### src/pkg/lane_ctrl_pkg.sv
package lane_ctrl_pkg;

  // Register byte offsets
  localparam logic [7:0] OFS_CTRL   = 8'h00;
  localparam logic [7:0] OFS_TEST   = 8'h04;
  localparam logic [7:0] OFS_STATUS = 8'h08;

  // Control and test register fields
  localparam int FMT_LSB    = 0;
  localparam int FMT_W      = 4;
  localparam int GRP_BIT    = 4;
  localparam int LINK_BIT   = 5;
  localparam int CHEN_LSB   = 6;
  localparam int TEST_LSB   = 0;
  localparam int TEST_W     = 4;

  // Status register fields
  localparam int ST_SHDN_BIT = 0;
  localparam int ST_RAMP_BIT = 1;
  localparam int ST_RED_BIT  = 2;
  localparam int ST_LANE_LSB = 8;

  // Reset values
  localparam logic [3:0] RST_FMT  = 4'hE;
  localparam logic [1:0] RST_CHEN = 2'h3;
  localparam logic [3:0] RST_TEST = 4'h0;

  // Link formats that have a lane map here
  localparam logic [3:0] FMT_0  = 4'h0;
  localparam logic [3:0] FMT_14 = 4'hE;
  localparam logic [3:0] FMT_15 = 4'hF;

  // Serializer test selector codes
  localparam logic [3:0] TST_OFF    = 4'h0;
  localparam logic [3:0] TST_PRBS7  = 4'h1;
  localparam logic [3:0] TST_PRBS9  = 4'h2;
  localparam logic [3:0] TST_PRBS15 = 4'h3;
  localparam logic [3:0] TST_PRBS23 = 4'h4;
  localparam logic [3:0] TST_PRBS31 = 4'h5;
  localparam logic [3:0] TST_CLOCK  = 4'h6;
  localparam logic [3:0] TST_RAMP   = 4'h7;
  localparam logic [3:0] TST_SHORT  = 4'h8;

  // Fixed patterns
  localparam logic [47:0] CLK_PAT48 = 48'hFF00_FF00_FF00;
  localparam logic [3:0]  SHORT_TAIL = 4'h0;
  localparam logic [7:0]  RAMP_STEP = 8'h03;

  // Lane word geometry
  localparam int LANES   = 8;
  localparam int SAMP_W  = 12;
  localparam int LANE_W  = 24;
  localparam int SPC     = 8;
  localparam int NCH     = 4;

  // AXI responses
  localparam logic [1:0] RESP_OKAY   = 2'h0;
  localparam logic [1:0] RESP_SLVERR = 2'h2;

endpackage

### src/rtl/serdes_test_pattern_lane_control.sv
`timescale 1ns/10ps
// What this block does
// - Sync header uses CRC-12 only, never CRC-3
// - Redundant lanes only in formats with four lanes
// - Lanes 0-3 default group, 4-7 alternate group
// - Group select picks lanes in four-lane formats; only that group drives
// - Shutdown input high disables every serial driver
// - Registers survive shutdown unchanged
// - Pair enable never powers down all four channels
// - Lane count follows link format in test modes
// - PRBS bypasses transport and link layers
// - PRBS7, PRBS9, PRBS15 taps as specified
// - PRBS23, PRBS31 taps as specified
// - Each lane starts PRBS at a distinct phase
// - Clock pattern repeats eight ones, eight zeros
// - Ramp keeps link layer, ignores formatter input
// - Ramp starts after alignment or serializer init
// - Ramp octets count 00 to FF on all lanes
// - Short transport pattern repeats fixed per-format layout
// - Format 0 pattern: five values per lane, tail
// - Format 14: channel per lane pair, even/odd
// - Format 15: A over lanes 0-3, B 4-7
module serdes_test_pattern_lane_control (
  // Clock and reset
  input  wire logic                     clk,
  input  wire logic                     rst_b,
  // AXI4-Lite write address and data
  input  wire logic [7:0]               s_axi_awaddr,
  input  wire logic                     s_axi_awvalid,
  output logic                          s_axi_awready,
  input  wire logic [31:0]              s_axi_wdata,
  input  wire logic [3:0]               s_axi_wstrb,
  input  wire logic                     s_axi_wvalid,
  output logic                          s_axi_wready,
  // AXI4-Lite write response
  output logic [1:0]                    s_axi_bresp,
  output logic                          s_axi_bvalid,
  input  wire logic                     s_axi_bready,
  // AXI4-Lite read
  input  wire logic [7:0]               s_axi_araddr,
  input  wire logic                     s_axi_arvalid,
  output logic                          s_axi_arready,
  output logic [31:0]                   s_axi_rdata,
  output logic [1:0]                    s_axi_rresp,
  output logic                          s_axi_rvalid,
  input  wire logic                     s_axi_rready,
  // Device pins and link status
  input  wire logic                     full_shutdown_input,
  input  wire logic                     serdes_ready,
  input  wire logic                     align_seq_done,
  // Converter samples: channel c sample k at bits [(c*8+k)*12 +: 12]
  input  wire logic [383:0]             sample_in,
  // Serializer side
  output logic [191:0]                  lane_data,
  output logic [7:0]                    lane_drive_en,
  output logic                          sync_hdr_crc12,
  output logic                          link_layer_bypass,
  output logic                          transport_bypass,
  output logic [1:0]                    channel_pair_power
);

  //////////////////////////////////////////////////////////////////////////////
  // Helpers

  function automatic logic is_64b(input logic [3:0] fmt);
    is_64b = (fmt == 4'h8) || (fmt == 4'hC) || (fmt == 4'hE) || (fmt == 4'hF);
  endfunction

  // Four-lane formats; all others use eight lanes
  function automatic logic four_lane(input logic [3:0] fmt);
    four_lane = (fmt < 4'h9) && (fmt != lane_ctrl_pkg::FMT_0);
  endfunction

  // Short transport value: lane code in the upper nibbles, slot in the low one
  function automatic logic [11:0] st_val(input logic [2:0] lane, input logic [3:0] k);
    st_val = {4'hF - {1'b0, lane}, {1'b0, lane}, k};
  endfunction

  // Advance a PRBS register by one lane word; bit 0 is the newest bit
  function automatic logic [54:0] prbs_step(input logic [30:0] s, input logic [3:0] sel);
    logic [30:0] st;
    logic [23:0] out;
    logic        nb;
    st  = s;
    out = '0;
    for (int i = 0; i < 24; i++) begin
      case (sel)
        lane_ctrl_pkg::TST_PRBS7:  nb = st[5] ^ st[6];
        lane_ctrl_pkg::TST_PRBS9:  nb = st[4] ^ st[8];
        lane_ctrl_pkg::TST_PRBS15: nb = st[13] ^ st[14];
        lane_ctrl_pkg::TST_PRBS23: nb = st[17] ^ st[22];
        default:                   nb = st[27] ^ st[30];
      endcase
      st           = {st[29:0], nb};
      out[23 - i]  = nb;
    end
    prbs_step = {out, st};
  endfunction

  //////////////////////////////////////////////////////////////////////////////
  // Registers

  logic [3:0]  link_format_select;
  logic        lane_group_select;
  logic        link_enable;
  logic [1:0]  channel_pair_enable;
  logic [3:0]  serializer_test_select;
  logic        aw_held;
  logic        w_held;
  logic [7:0]  aw_addr;
  logic [31:0] w_data;
  logic [3:0]  w_strb;
  logic        ramp_run;
  logic [7:0]  ramp_oct;
  logic [2:0]  st_ptr;
  logic        clk_ph;
  logic [30:0] prbs_st [8];
  logic [54:0] prbs_nx [8];
  logic [3:0]  prev_test;
  logic [7:0]  next_drive;
  logic [191:0] next_data;
  logic        red_ok;
  logic        is_prbs;
  logic        do_write;

  assign red_ok   = four_lane(link_format_select);
  assign is_prbs  = (serializer_test_select >= lane_ctrl_pkg::TST_PRBS7) &&
                    (serializer_test_select <= lane_ctrl_pkg::TST_PRBS31);
  assign do_write = aw_held && w_held && !s_axi_bvalid;

  assign s_axi_awready = !aw_held && !s_axi_bvalid;
  assign s_axi_wready  = !w_held && !s_axi_bvalid;
  assign s_axi_arready = !s_axi_rvalid;

  //////////////////////////////////////////////////////////////////////////////
  // Write channel

  always_ff @(posedge clk or negedge rst_b) begin
    if (!rst_b) begin
      aw_held <= 1'b0;
      aw_addr <= 8'h00;
    end else if (s_axi_awvalid && s_axi_awready) begin
      aw_held <= 1'b1;
      aw_addr <= s_axi_awaddr;
    end else if (do_write) begin
      aw_held <= 1'b0;
    end
  end

  always_ff @(posedge clk or negedge rst_b) begin
    if (!rst_b) begin
      w_held <= 1'b0;
      w_data <= 32'h0000_0000;
      w_strb <= 4'h0;
    end else if (s_axi_wvalid && s_axi_wready) begin
      w_held <= 1'b1;
      w_data <= s_axi_wdata;
      w_strb <= s_axi_wstrb;
    end else if (do_write) begin
      w_held <= 1'b0;
    end
  end

  always_ff @(posedge clk or negedge rst_b) begin
    if (!rst_b) begin
      s_axi_bvalid <= 1'b0;
      s_axi_bresp  <= lane_ctrl_pkg::RESP_OKAY;
    end else if (do_write) begin
      s_axi_bvalid <= 1'b1;
      if (aw_addr[7:2] == lane_ctrl_pkg::OFS_CTRL[7:2] ||
          aw_addr[7:2] == lane_ctrl_pkg::OFS_TEST[7:2] ||
          aw_addr[7:2] == lane_ctrl_pkg::OFS_STATUS[7:2]) begin
        s_axi_bresp <= lane_ctrl_pkg::RESP_OKAY;
      end else begin
        s_axi_bresp <= lane_ctrl_pkg::RESP_SLVERR;
      end
    end else if (s_axi_bready) begin
      s_axi_bvalid <= 1'b0;
    end
  end

  // Control register; shutdown never touches it
  always_ff @(posedge clk or negedge rst_b) begin
    if (!rst_b) begin
      link_format_select  <= lane_ctrl_pkg::RST_FMT;
      lane_group_select   <= 1'b0;
      link_enable         <= 1'b0;
      channel_pair_enable <= lane_ctrl_pkg::RST_CHEN;
    end else if (do_write && aw_addr[7:2] == lane_ctrl_pkg::OFS_CTRL[7:2] && w_strb[0]) begin
      link_format_select <= w_data[lane_ctrl_pkg::FMT_LSB +: lane_ctrl_pkg::FMT_W];
      lane_group_select  <= w_data[lane_ctrl_pkg::GRP_BIT];
      link_enable        <= w_data[lane_ctrl_pkg::LINK_BIT];
      // Both pairs off is refused; full power-down belongs to the shutdown pin
      if (w_data[lane_ctrl_pkg::CHEN_LSB +: 2] != 2'h0) begin
        channel_pair_enable <= w_data[lane_ctrl_pkg::CHEN_LSB +: 2];
      end
    end
  end

  // Test selector moves only while the link is down
  always_ff @(posedge clk or negedge rst_b) begin
    if (!rst_b) begin
      serializer_test_select <= lane_ctrl_pkg::RST_TEST;
    end else if (do_write && aw_addr[7:2] == lane_ctrl_pkg::OFS_TEST[7:2] && w_strb[0] &&
                 !link_enable) begin
      serializer_test_select <= w_data[lane_ctrl_pkg::TEST_LSB +: lane_ctrl_pkg::TEST_W];
    end
  end

  //////////////////////////////////////////////////////////////////////////////
  // Read channel

  always_ff @(posedge clk or negedge rst_b) begin
    if (!rst_b) begin
      s_axi_rvalid <= 1'b0;
      s_axi_rdata  <= 32'h0000_0000;
      s_axi_rresp  <= lane_ctrl_pkg::RESP_OKAY;
    end else if (s_axi_arvalid && s_axi_arready) begin
      s_axi_rvalid <= 1'b1;
      s_axi_rresp  <= lane_ctrl_pkg::RESP_OKAY;
      s_axi_rdata  <= 32'h0000_0000;
      if (s_axi_araddr[7:2] == lane_ctrl_pkg::OFS_CTRL[7:2]) begin
        s_axi_rdata[lane_ctrl_pkg::FMT_LSB +: lane_ctrl_pkg::FMT_W] <= link_format_select;
        s_axi_rdata[lane_ctrl_pkg::GRP_BIT]      <= lane_group_select;
        s_axi_rdata[lane_ctrl_pkg::LINK_BIT]     <= link_enable;
        s_axi_rdata[lane_ctrl_pkg::CHEN_LSB +: 2] <= channel_pair_enable;
      end else if (s_axi_araddr[7:2] == lane_ctrl_pkg::OFS_TEST[7:2]) begin
        s_axi_rdata[lane_ctrl_pkg::TEST_LSB +: lane_ctrl_pkg::TEST_W] <= serializer_test_select;
      end else if (s_axi_araddr[7:2] == lane_ctrl_pkg::OFS_STATUS[7:2]) begin
        s_axi_rdata[lane_ctrl_pkg::ST_SHDN_BIT] <= full_shutdown_input;
        s_axi_rdata[lane_ctrl_pkg::ST_RAMP_BIT] <= ramp_run;
        s_axi_rdata[lane_ctrl_pkg::ST_RED_BIT]  <= red_ok;
        s_axi_rdata[lane_ctrl_pkg::ST_LANE_LSB +: 8] <= lane_drive_en;
      end else begin
        s_axi_rresp <= lane_ctrl_pkg::RESP_SLVERR;
      end
    end else if (s_axi_rready) begin
      s_axi_rvalid <= 1'b0;
    end
  end

  //////////////////////////////////////////////////////////////////////////////
  // Pattern state

  // Ramp waits for alignment (8B/10B) or serializer init (64B/66B)
  always_ff @(posedge clk or negedge rst_b) begin
    if (!rst_b) begin
      ramp_run <= 1'b0;
      ramp_oct <= 8'h00;
    end else if (serializer_test_select != lane_ctrl_pkg::TST_RAMP || !link_enable ||
                 full_shutdown_input) begin
      ramp_run <= 1'b0;
      ramp_oct <= 8'h00;
    end else if (!ramp_run) begin
      ramp_run <= is_64b(link_format_select) ? serdes_ready : align_seq_done;
    end else begin
      ramp_oct <= ramp_oct + lane_ctrl_pkg::RAMP_STEP;
    end
  end

  always_ff @(posedge clk or negedge rst_b) begin
    if (!rst_b) begin
      st_ptr <= 3'h0;
      clk_ph <= 1'b0;
    end else begin
      st_ptr <= (serializer_test_select == lane_ctrl_pkg::TST_SHORT) ? st_ptr + 3'h1 : 3'h0;
      clk_ph <= (serializer_test_select == lane_ctrl_pkg::TST_CLOCK) ? !clk_ph : 1'b0;
    end
  end

  // One word ahead of every lane; the result is split, as a call cannot be sliced
  always_comb begin
    for (int l = 0; l < lane_ctrl_pkg::LANES; l++) begin
      prbs_nx[l] = prbs_step(prbs_st[l], serializer_test_select);
    end
  end

  // Reseeding on a mode change gives each lane its own known start
  always_ff @(posedge clk or negedge rst_b) begin
    if (!rst_b) begin
      prev_test <= lane_ctrl_pkg::RST_TEST;
      for (int l = 0; l < lane_ctrl_pkg::LANES; l++) begin
        prbs_st[l] <= 31'h7FFF_FFFF;
      end
    end else begin
      prev_test <= serializer_test_select;
      for (int l = 0; l < lane_ctrl_pkg::LANES; l++) begin
        if (prev_test != serializer_test_select) begin
          prbs_st[l] <= 31'h7FFF_FFFF ^ 31'(2 * l);
        end else begin
          prbs_st[l] <= prbs_nx[l][30:0];
        end
      end
    end
  end

  //////////////////////////////////////////////////////////////////////////////
  // Lane words and driver enables

  always_comb begin
    logic [11:0]  sa;
    logic [11:0]  sb;
    logic [63:0]  frame;
    logic [191:0] triple;
    logic [2:0]   ln;
    logic [2:0]   src;
    int           ch;
    sa        = '0;
    sb        = '0;
    frame     = '0;
    triple    = '0;
    ln        = '0;
    src       = '0;
    ch        = 0;
    next_data = '0;
    for (int l = 0; l < lane_ctrl_pkg::LANES; l++) begin
      ln  = 3'(l);
      // Four-lane formats mirror lanes 0-3 onto the alternate group
      src = (red_ok && l > 3) ? 3'(l - 4) : ln;
      if (link_format_select == lane_ctrl_pkg::FMT_15) begin
        ch = (src > 3'h3) ? 1 : 0;
        sa = sample_in[(ch * 8 + int'(src[1:0])) * 12 +: 12];
        sb = sample_in[(ch * 8 + int'(src[1:0]) + 4) * 12 +: 12];
      end else begin
        ch = int'(src[2:1]);
        sa = sample_in[(ch * 8 + int'(src[0])) * 12 +: 12];
        sb = sample_in[(ch * 8 + int'(src[0]) + 2) * 12 +: 12];
      end
      case (serializer_test_select)
        lane_ctrl_pkg::TST_PRBS7, lane_ctrl_pkg::TST_PRBS9, lane_ctrl_pkg::TST_PRBS15,
        lane_ctrl_pkg::TST_PRBS23, lane_ctrl_pkg::TST_PRBS31: begin
          next_data[l * 24 +: 24] = prbs_nx[l][54:31];
        end
        lane_ctrl_pkg::TST_CLOCK: begin
          next_data[l * 24 +: 24] = lane_ctrl_pkg::CLK_PAT48[(clk_ph ? 0 : 24) +: 24];
        end
        lane_ctrl_pkg::TST_RAMP: begin
          // Samples are ignored; octets feed the link layer directly
          if (ramp_run) begin
            next_data[l * 24 +: 24] = {ramp_oct, ramp_oct + 8'h01, ramp_oct + 8'h02};
          end
        end
        lane_ctrl_pkg::TST_SHORT: begin
          if (link_format_select == lane_ctrl_pkg::FMT_0) begin
            // 64-bit frame in 24-bit words: three frames fill eight words
            frame  = {st_val(src, 4'h1), st_val(src, 4'h2), st_val(src, 4'h3),
                      st_val(src, 4'h4), st_val(src, 4'h5), lane_ctrl_pkg::SHORT_TAIL};
            triple = {frame, frame, frame};
            next_data[l * 24 +: 24] = triple[168 - 24 * int'(st_ptr) +: 24];
          end else begin
            next_data[l * 24 +: 24] = {st_val(src, 4'h1), st_val(src, 4'h2)};
          end
        end
        default: begin
          next_data[l * 24 +: 24] = {sa, sb};
        end
      endcase
    end
  end

  always_comb begin
    next_drive = 8'h00;
    if (!full_shutdown_input && link_enable) begin
      if (!red_ok) begin
        next_drive = 8'hFF;
      end else if (lane_group_select) begin
        next_drive = 8'hF0;
      end else begin
        next_drive = 8'h0F;
      end
    end
  end

  always_ff @(posedge clk or negedge rst_b) begin
    if (!rst_b) begin
      lane_data          <= '0;
      lane_drive_en      <= 8'h00;
      link_layer_bypass  <= 1'b0;
      transport_bypass   <= 1'b0;
      channel_pair_power <= 2'h0;
    end else begin
      lane_data          <= next_data;
      lane_drive_en      <= next_drive;
      link_layer_bypass  <= is_prbs || serializer_test_select == lane_ctrl_pkg::TST_CLOCK;
      transport_bypass   <= is_prbs || serializer_test_select == lane_ctrl_pkg::TST_CLOCK ||
                            serializer_test_select == lane_ctrl_pkg::TST_RAMP;
      channel_pair_power <= full_shutdown_input ? 2'h0 : channel_pair_enable;
    end
  end

  // CRC-3 is never offered
  assign sync_hdr_crc12 = 1'b1;

endmodule // serdes_test_pattern_lane_control

### config.mk
export PLATFORM = sky130hd
export DESIGN_NAME = serdes_test_pattern_lane_control
export DESIGN_NICKNAME = d
export VERILOG_FILES = /design/src/pkg/lane_ctrl_pkg.sv /design/src/rtl/serdes_test_pattern_lane_control.sv
export SDC_FILE = /design/constraint.sdc
export NUM_CORES = 2
export LEC_CHECK = 0
export BUFFER_PORTS_ARGS = -buffer_cell sky130_fd_sc_hd__buf_2
export CAP_MARGIN = 0
export CORE_ASPECT_RATIO = 1.75
export CORE_UTILIZATION = 30
export DETAILED_ROUTE_END_ITERATION = 7
export HOLD_SLACK_MARGIN = 0.05
export PLACE_DENSITY = 0.56
export SYNTH_ARGS = -nofsm -noshare
export SYNTH_HDL_FRONTEND = slang
export SYNTH_SLANG_ARGS = --single-unit
### constraint.sdc
create_clock -name clk -period 12.74 [get_ports clk]
set_input_delay 1.274 -clock clk [delete_from_list [all_inputs] [get_ports clk]]
set_output_delay 1.274 -clock clk [all_outputs]
set_load 0.05 [all_outputs]
==> metrics.yaml <==
outcome:
  status: "completed"
clock_network:
  postCtsHoldBufs: 0
  cts.htree.levels: 2
  cts_buffer_depth: 3
  numCtsBuffers: 56
  clock_sinks: 506
  cts_setup_buffers: 0
  cts_resized: 0
  clockRootBuffer: "clkbuf_16"
  clk_pin_slew_ns: 0.07
  clk_latency_ns: 0.73
  cts_tree: "yes"
timing:
  rsz0062_at_grt: "false"
  clock.fmax_mhz: 136
  worstMarginPinSlew_ns: 1.46
  slew_violations: 0
  fin_setup_tns_ns: 0
  slew_headroom: 0.0213
  min_period_over_period: 0.576
  skew_ns: 0.0440
  hold_viol: 0
  fin_crit_ns: 7.33
  setup_viol: 0
setup_path:
  critPathMaxFanout: 41
  cp_common_cell: "buf_4"
  crit_buf_inv: 3
  cp_data_arrival_time_ns: 7.86
  crit_path_top_delay_cell: "a211oi_2"
  cpPeakStageDelay_ns: 1.01
  crit_type: "reg -> reg"
  path_cells: "buf_4, buf_4, or4b_4, buf_4, o2bb2ai_1, a211oi_2, xnor2_1, a221oi_1, or2_2, xnor2_1, o21ai_1, a22oi_1, xor2_1, a211oi_1, o31ai_1"
  critPathLaunchType: "register"
  cp_top_family: "compound AO/OA/AOI/OAI gates"
  crit_required_ns: 13.27
  worst_setup_path_end_kind: "register"
drt:
  ant_nets: 0
  drt_iter0_drc: 5217
  viasPerCell: 6.33
  wirelength_mm: 276
  drt_pass1_iterations: 6
  wl_per_cell_um: 41.1
  drcViolationCount: 0
  dr_total_vias: 42600
yosys:
  yosysSeqAreaShare: 0.312
  synth_top_area_share: 0.160
  synthTopCellsByArea: "dfstp_2 (16%), dfrtp_1 (15%), xnor2_1 (9.0%), xor2_1 (7.6%), mux4_2 (6.6%)"
  synthCells: 4496
  avgSynthCellArea_um2: 9.25
  synth_cell_type_count: 132
  syn_area_mm2: 0.0416
  ys.flop_type: "dfstp_2"
  yosys.area.top_type: "dfstp_2"
  synth_edf_count: 0
  synth_seq_cells: 506
  ys_warn_count: 0
  async_flop_share: 1.00
floorplanning:
  core_mm2: 0.137
  die_x_um: 283
  initial_core_util: 0.303
  ios: 692
  dieArea_mm2: 0.140
  die_h_um: 494
  rows: 180
grt:
  grt_start_max_net_pins: 184
  grt_pass1_vias: 41300
  grt_pass1_wl_mm: 371
  grt_antenna_before_repair: 70
  grt_use_total: 0.388
  gr-total-overflow: 0
min_path:
  hp-class: "reg -> reg"
placement:
  io_buffers: 613
  dpl.hpwl_mm: 213
  finalWeightedCongestion: 1.07
cells_and_area:
  nets: 5279
  layout-drive-gt1-share: 0.289
  synthToLayoutAreaGrowth_pct: 15.3
  num-fill-cells: 14500
run:
  max-cap-violations: 0
worst min-delay path: stages (launching register included):
cell,delay (ns)
dfrtp_1,0.34
nand2_1,0.05
o21ai_0,0.06
layout by cell type (no fill, tap or decap), types with 18 or more instances in the layout:
master     count
and3_1        19
nor2_1       220
o21a_1        22
a22oi_1       34
nand3_1       77
nor3_1        40
dfrtp_1      250
a22o_1        21
a21oi_1      212
o21ai_0      200
a31oi_1       50
and2_1        27
o22ai_1       68
mux2i_1       92
xnor2_1      425
a21o_1        22
mux2_2        29
o31ai_1       23
nand2_1      538
a211oi_1      57
inv_1         36
xor2_1       359
a221o_1       33
o221ai_1     120
conb_1        19
buf_4        105
buf_2        612
mux4_2       121
diode_2       46
or3_1         23
o211ai_1      48
dfstp_2      253
nand4_1       18
o21ai_1       25
nand2b_1      98
a211o_1       22
clkbuf_16     56
a221oi_1      58
registers in the layout (all words and copies together) (netlist names), 2 cells and up:
register and cells:
lane_data 192, prbs_st 192, prbs_nx 56, s_axi_rdata 10, ramp_oct 8, w_data 8
aw_addr 6, link_format_select 4, prev_test 4, serializer_test_select 4, st_ptr 3, channel_pair_enable 2
channel_pair_power 2, lane_drive_en 2
per-stage QoR:
step / utilization / instance area (um^2) / hold WS (ns) / std cells / setup WS (ns)
global route: 0.349 / 47900 / 0.491 / 6707 / 5.31
floorplan: - / 41600 / 0.355 / 4513 / 7.70
detailed placement: 0.333 / 45800 / 0.467 / 6575 / 5.81
CTS: 0.348 / 47800 / 0.482 / 6681 / 5.77
global placement: 0.333 / 45800 / 0.456 / 6575 / 5.93
finish: 0.349 / 48000 / 0.481 / 6730 / 5.41
area by class of cell:
cell class	instances	area, um^2	share of cell area
Antenna cell	46	115	0.00240
Clock buffer	69	1530	0.0319
Clock inverter	37	439	0.00916
Inverter	39	149	0.00310
Multi-Input combinational cell	3485	26400	0.551
Sequential cell	506	13000	0.271
Tap cell	1820	2280	0.0475
Timing Repair Buffer	728	4050	0.0845
Yosys cell counts (13+ instances only):
| cell | instances |
|---|---|
| nand2_1 | 539 |
| xnor2_1 | 426 |
| xor2_1 | 360 |
| dfrtp_1 | 253 |
| dfstp_2 | 253 |
| clkbuf_1 | 227 |
| nor2_1 | 221 |
| a21oi_1 | 216 |
| o21ai_0 | 201 |
| buf_1 | 122 |
| mux4_2 | 121 |
| o221ai_1 | 121 |
| nand2b_1 | 98 |
| mux2i_1 | 92 |
| nand3_1 | 77 |
| o22ai_1 | 68 |
| a211oi_1 | 61 |
| a221oi_1 | 60 |
| buf_2 | 52 |
| a31oi_1 | 50 |
| buf_4 | 49 |
| o211ai_1 | 48 |
| nor3_1 | 40 |
| inv_1 | 38 |
| a22oi_1 | 34 |
| a221o_1 | 33 |
| mux2_2 | 29 |
| and2_1 | 27 |
| buf_6 | 26 |
| o21ai_1 | 24 |
| or3_1 | 24 |
| o31ai_1 | 23 |
| a211o_1 | 22 |
| a21o_1 | 22 |
| o21a_1 | 22 |
| a22o_1 | 21 |
| and3_1 | 19 |
| nand4_1 | 18 |
| nor2b_1 | 17 |
| ha_1 | 16 |
| a32oi_2 | 13 |
worst paths after layout:
| path | start | to | slack, ns | depth (start not counted) |
|---|---|---|---|---|
| max | serializer_test_select[3]$_DFFE_PN0P_ | lane_data[121]$_DFF_PN0_ | 5.41 | 15 |
| min | s_axi_rresp[1]$_DFFE_PN0P_ | s_axi_rresp[1]$_DFFE_PN0P_ | 0.48 | 2 |
| max reg2reg | serializer_test_select[3]$_DFFE_PN0P_ | lane_data[121]$_DFF_PN0_ | 5.41 | 15 |
| min reg2reg | s_axi_rresp[1]$_DFFE_PN0P_ | s_axi_rresp[1]$_DFFE_PN0P_ | 0.48 | 2 |
| max in group asynchronous | rst_b | prev_test[3]$_DFF_PN0_ | 9.85 | 3 |
| min in group asynchronous | rst_b | lane_data[49]$_DFF_PN0_ | 0.59 | 1 |
metal layers:
| metal | vias up | global-route usage | routed length [um] | share of wire |
|---|---|---|---|---|
| li1 | 17000 | - | - | - |
| met1 | 21500 | 0.415 | 93400 | 0.34 |
| met2 | 3156 | 0.613 | 126000 | 0.46 |
| met3 | 1008 | 0.0974 | 23500 | 0.085 |
| met4 | 36 | 0.392 | 33400 | 0.12 |
| met5 | - | 0 | 249 | 0.00090 |
kinds of logic after synthesis:
group / synth area share
buffers and inverters: 0.0590
and+or+nand+nor: 0.131
other: 0.000181
AOI/OAI and AO/OA: 0.229
muxes: 0.0968
DFF: 0.312
adders and majority gates: 0.00530
xor gates and xnor gates: 0.166
Power is left out: the tool's default activity adds up to more than one toggle a clock period on the data nets, which glitch-free logic cannot reach.
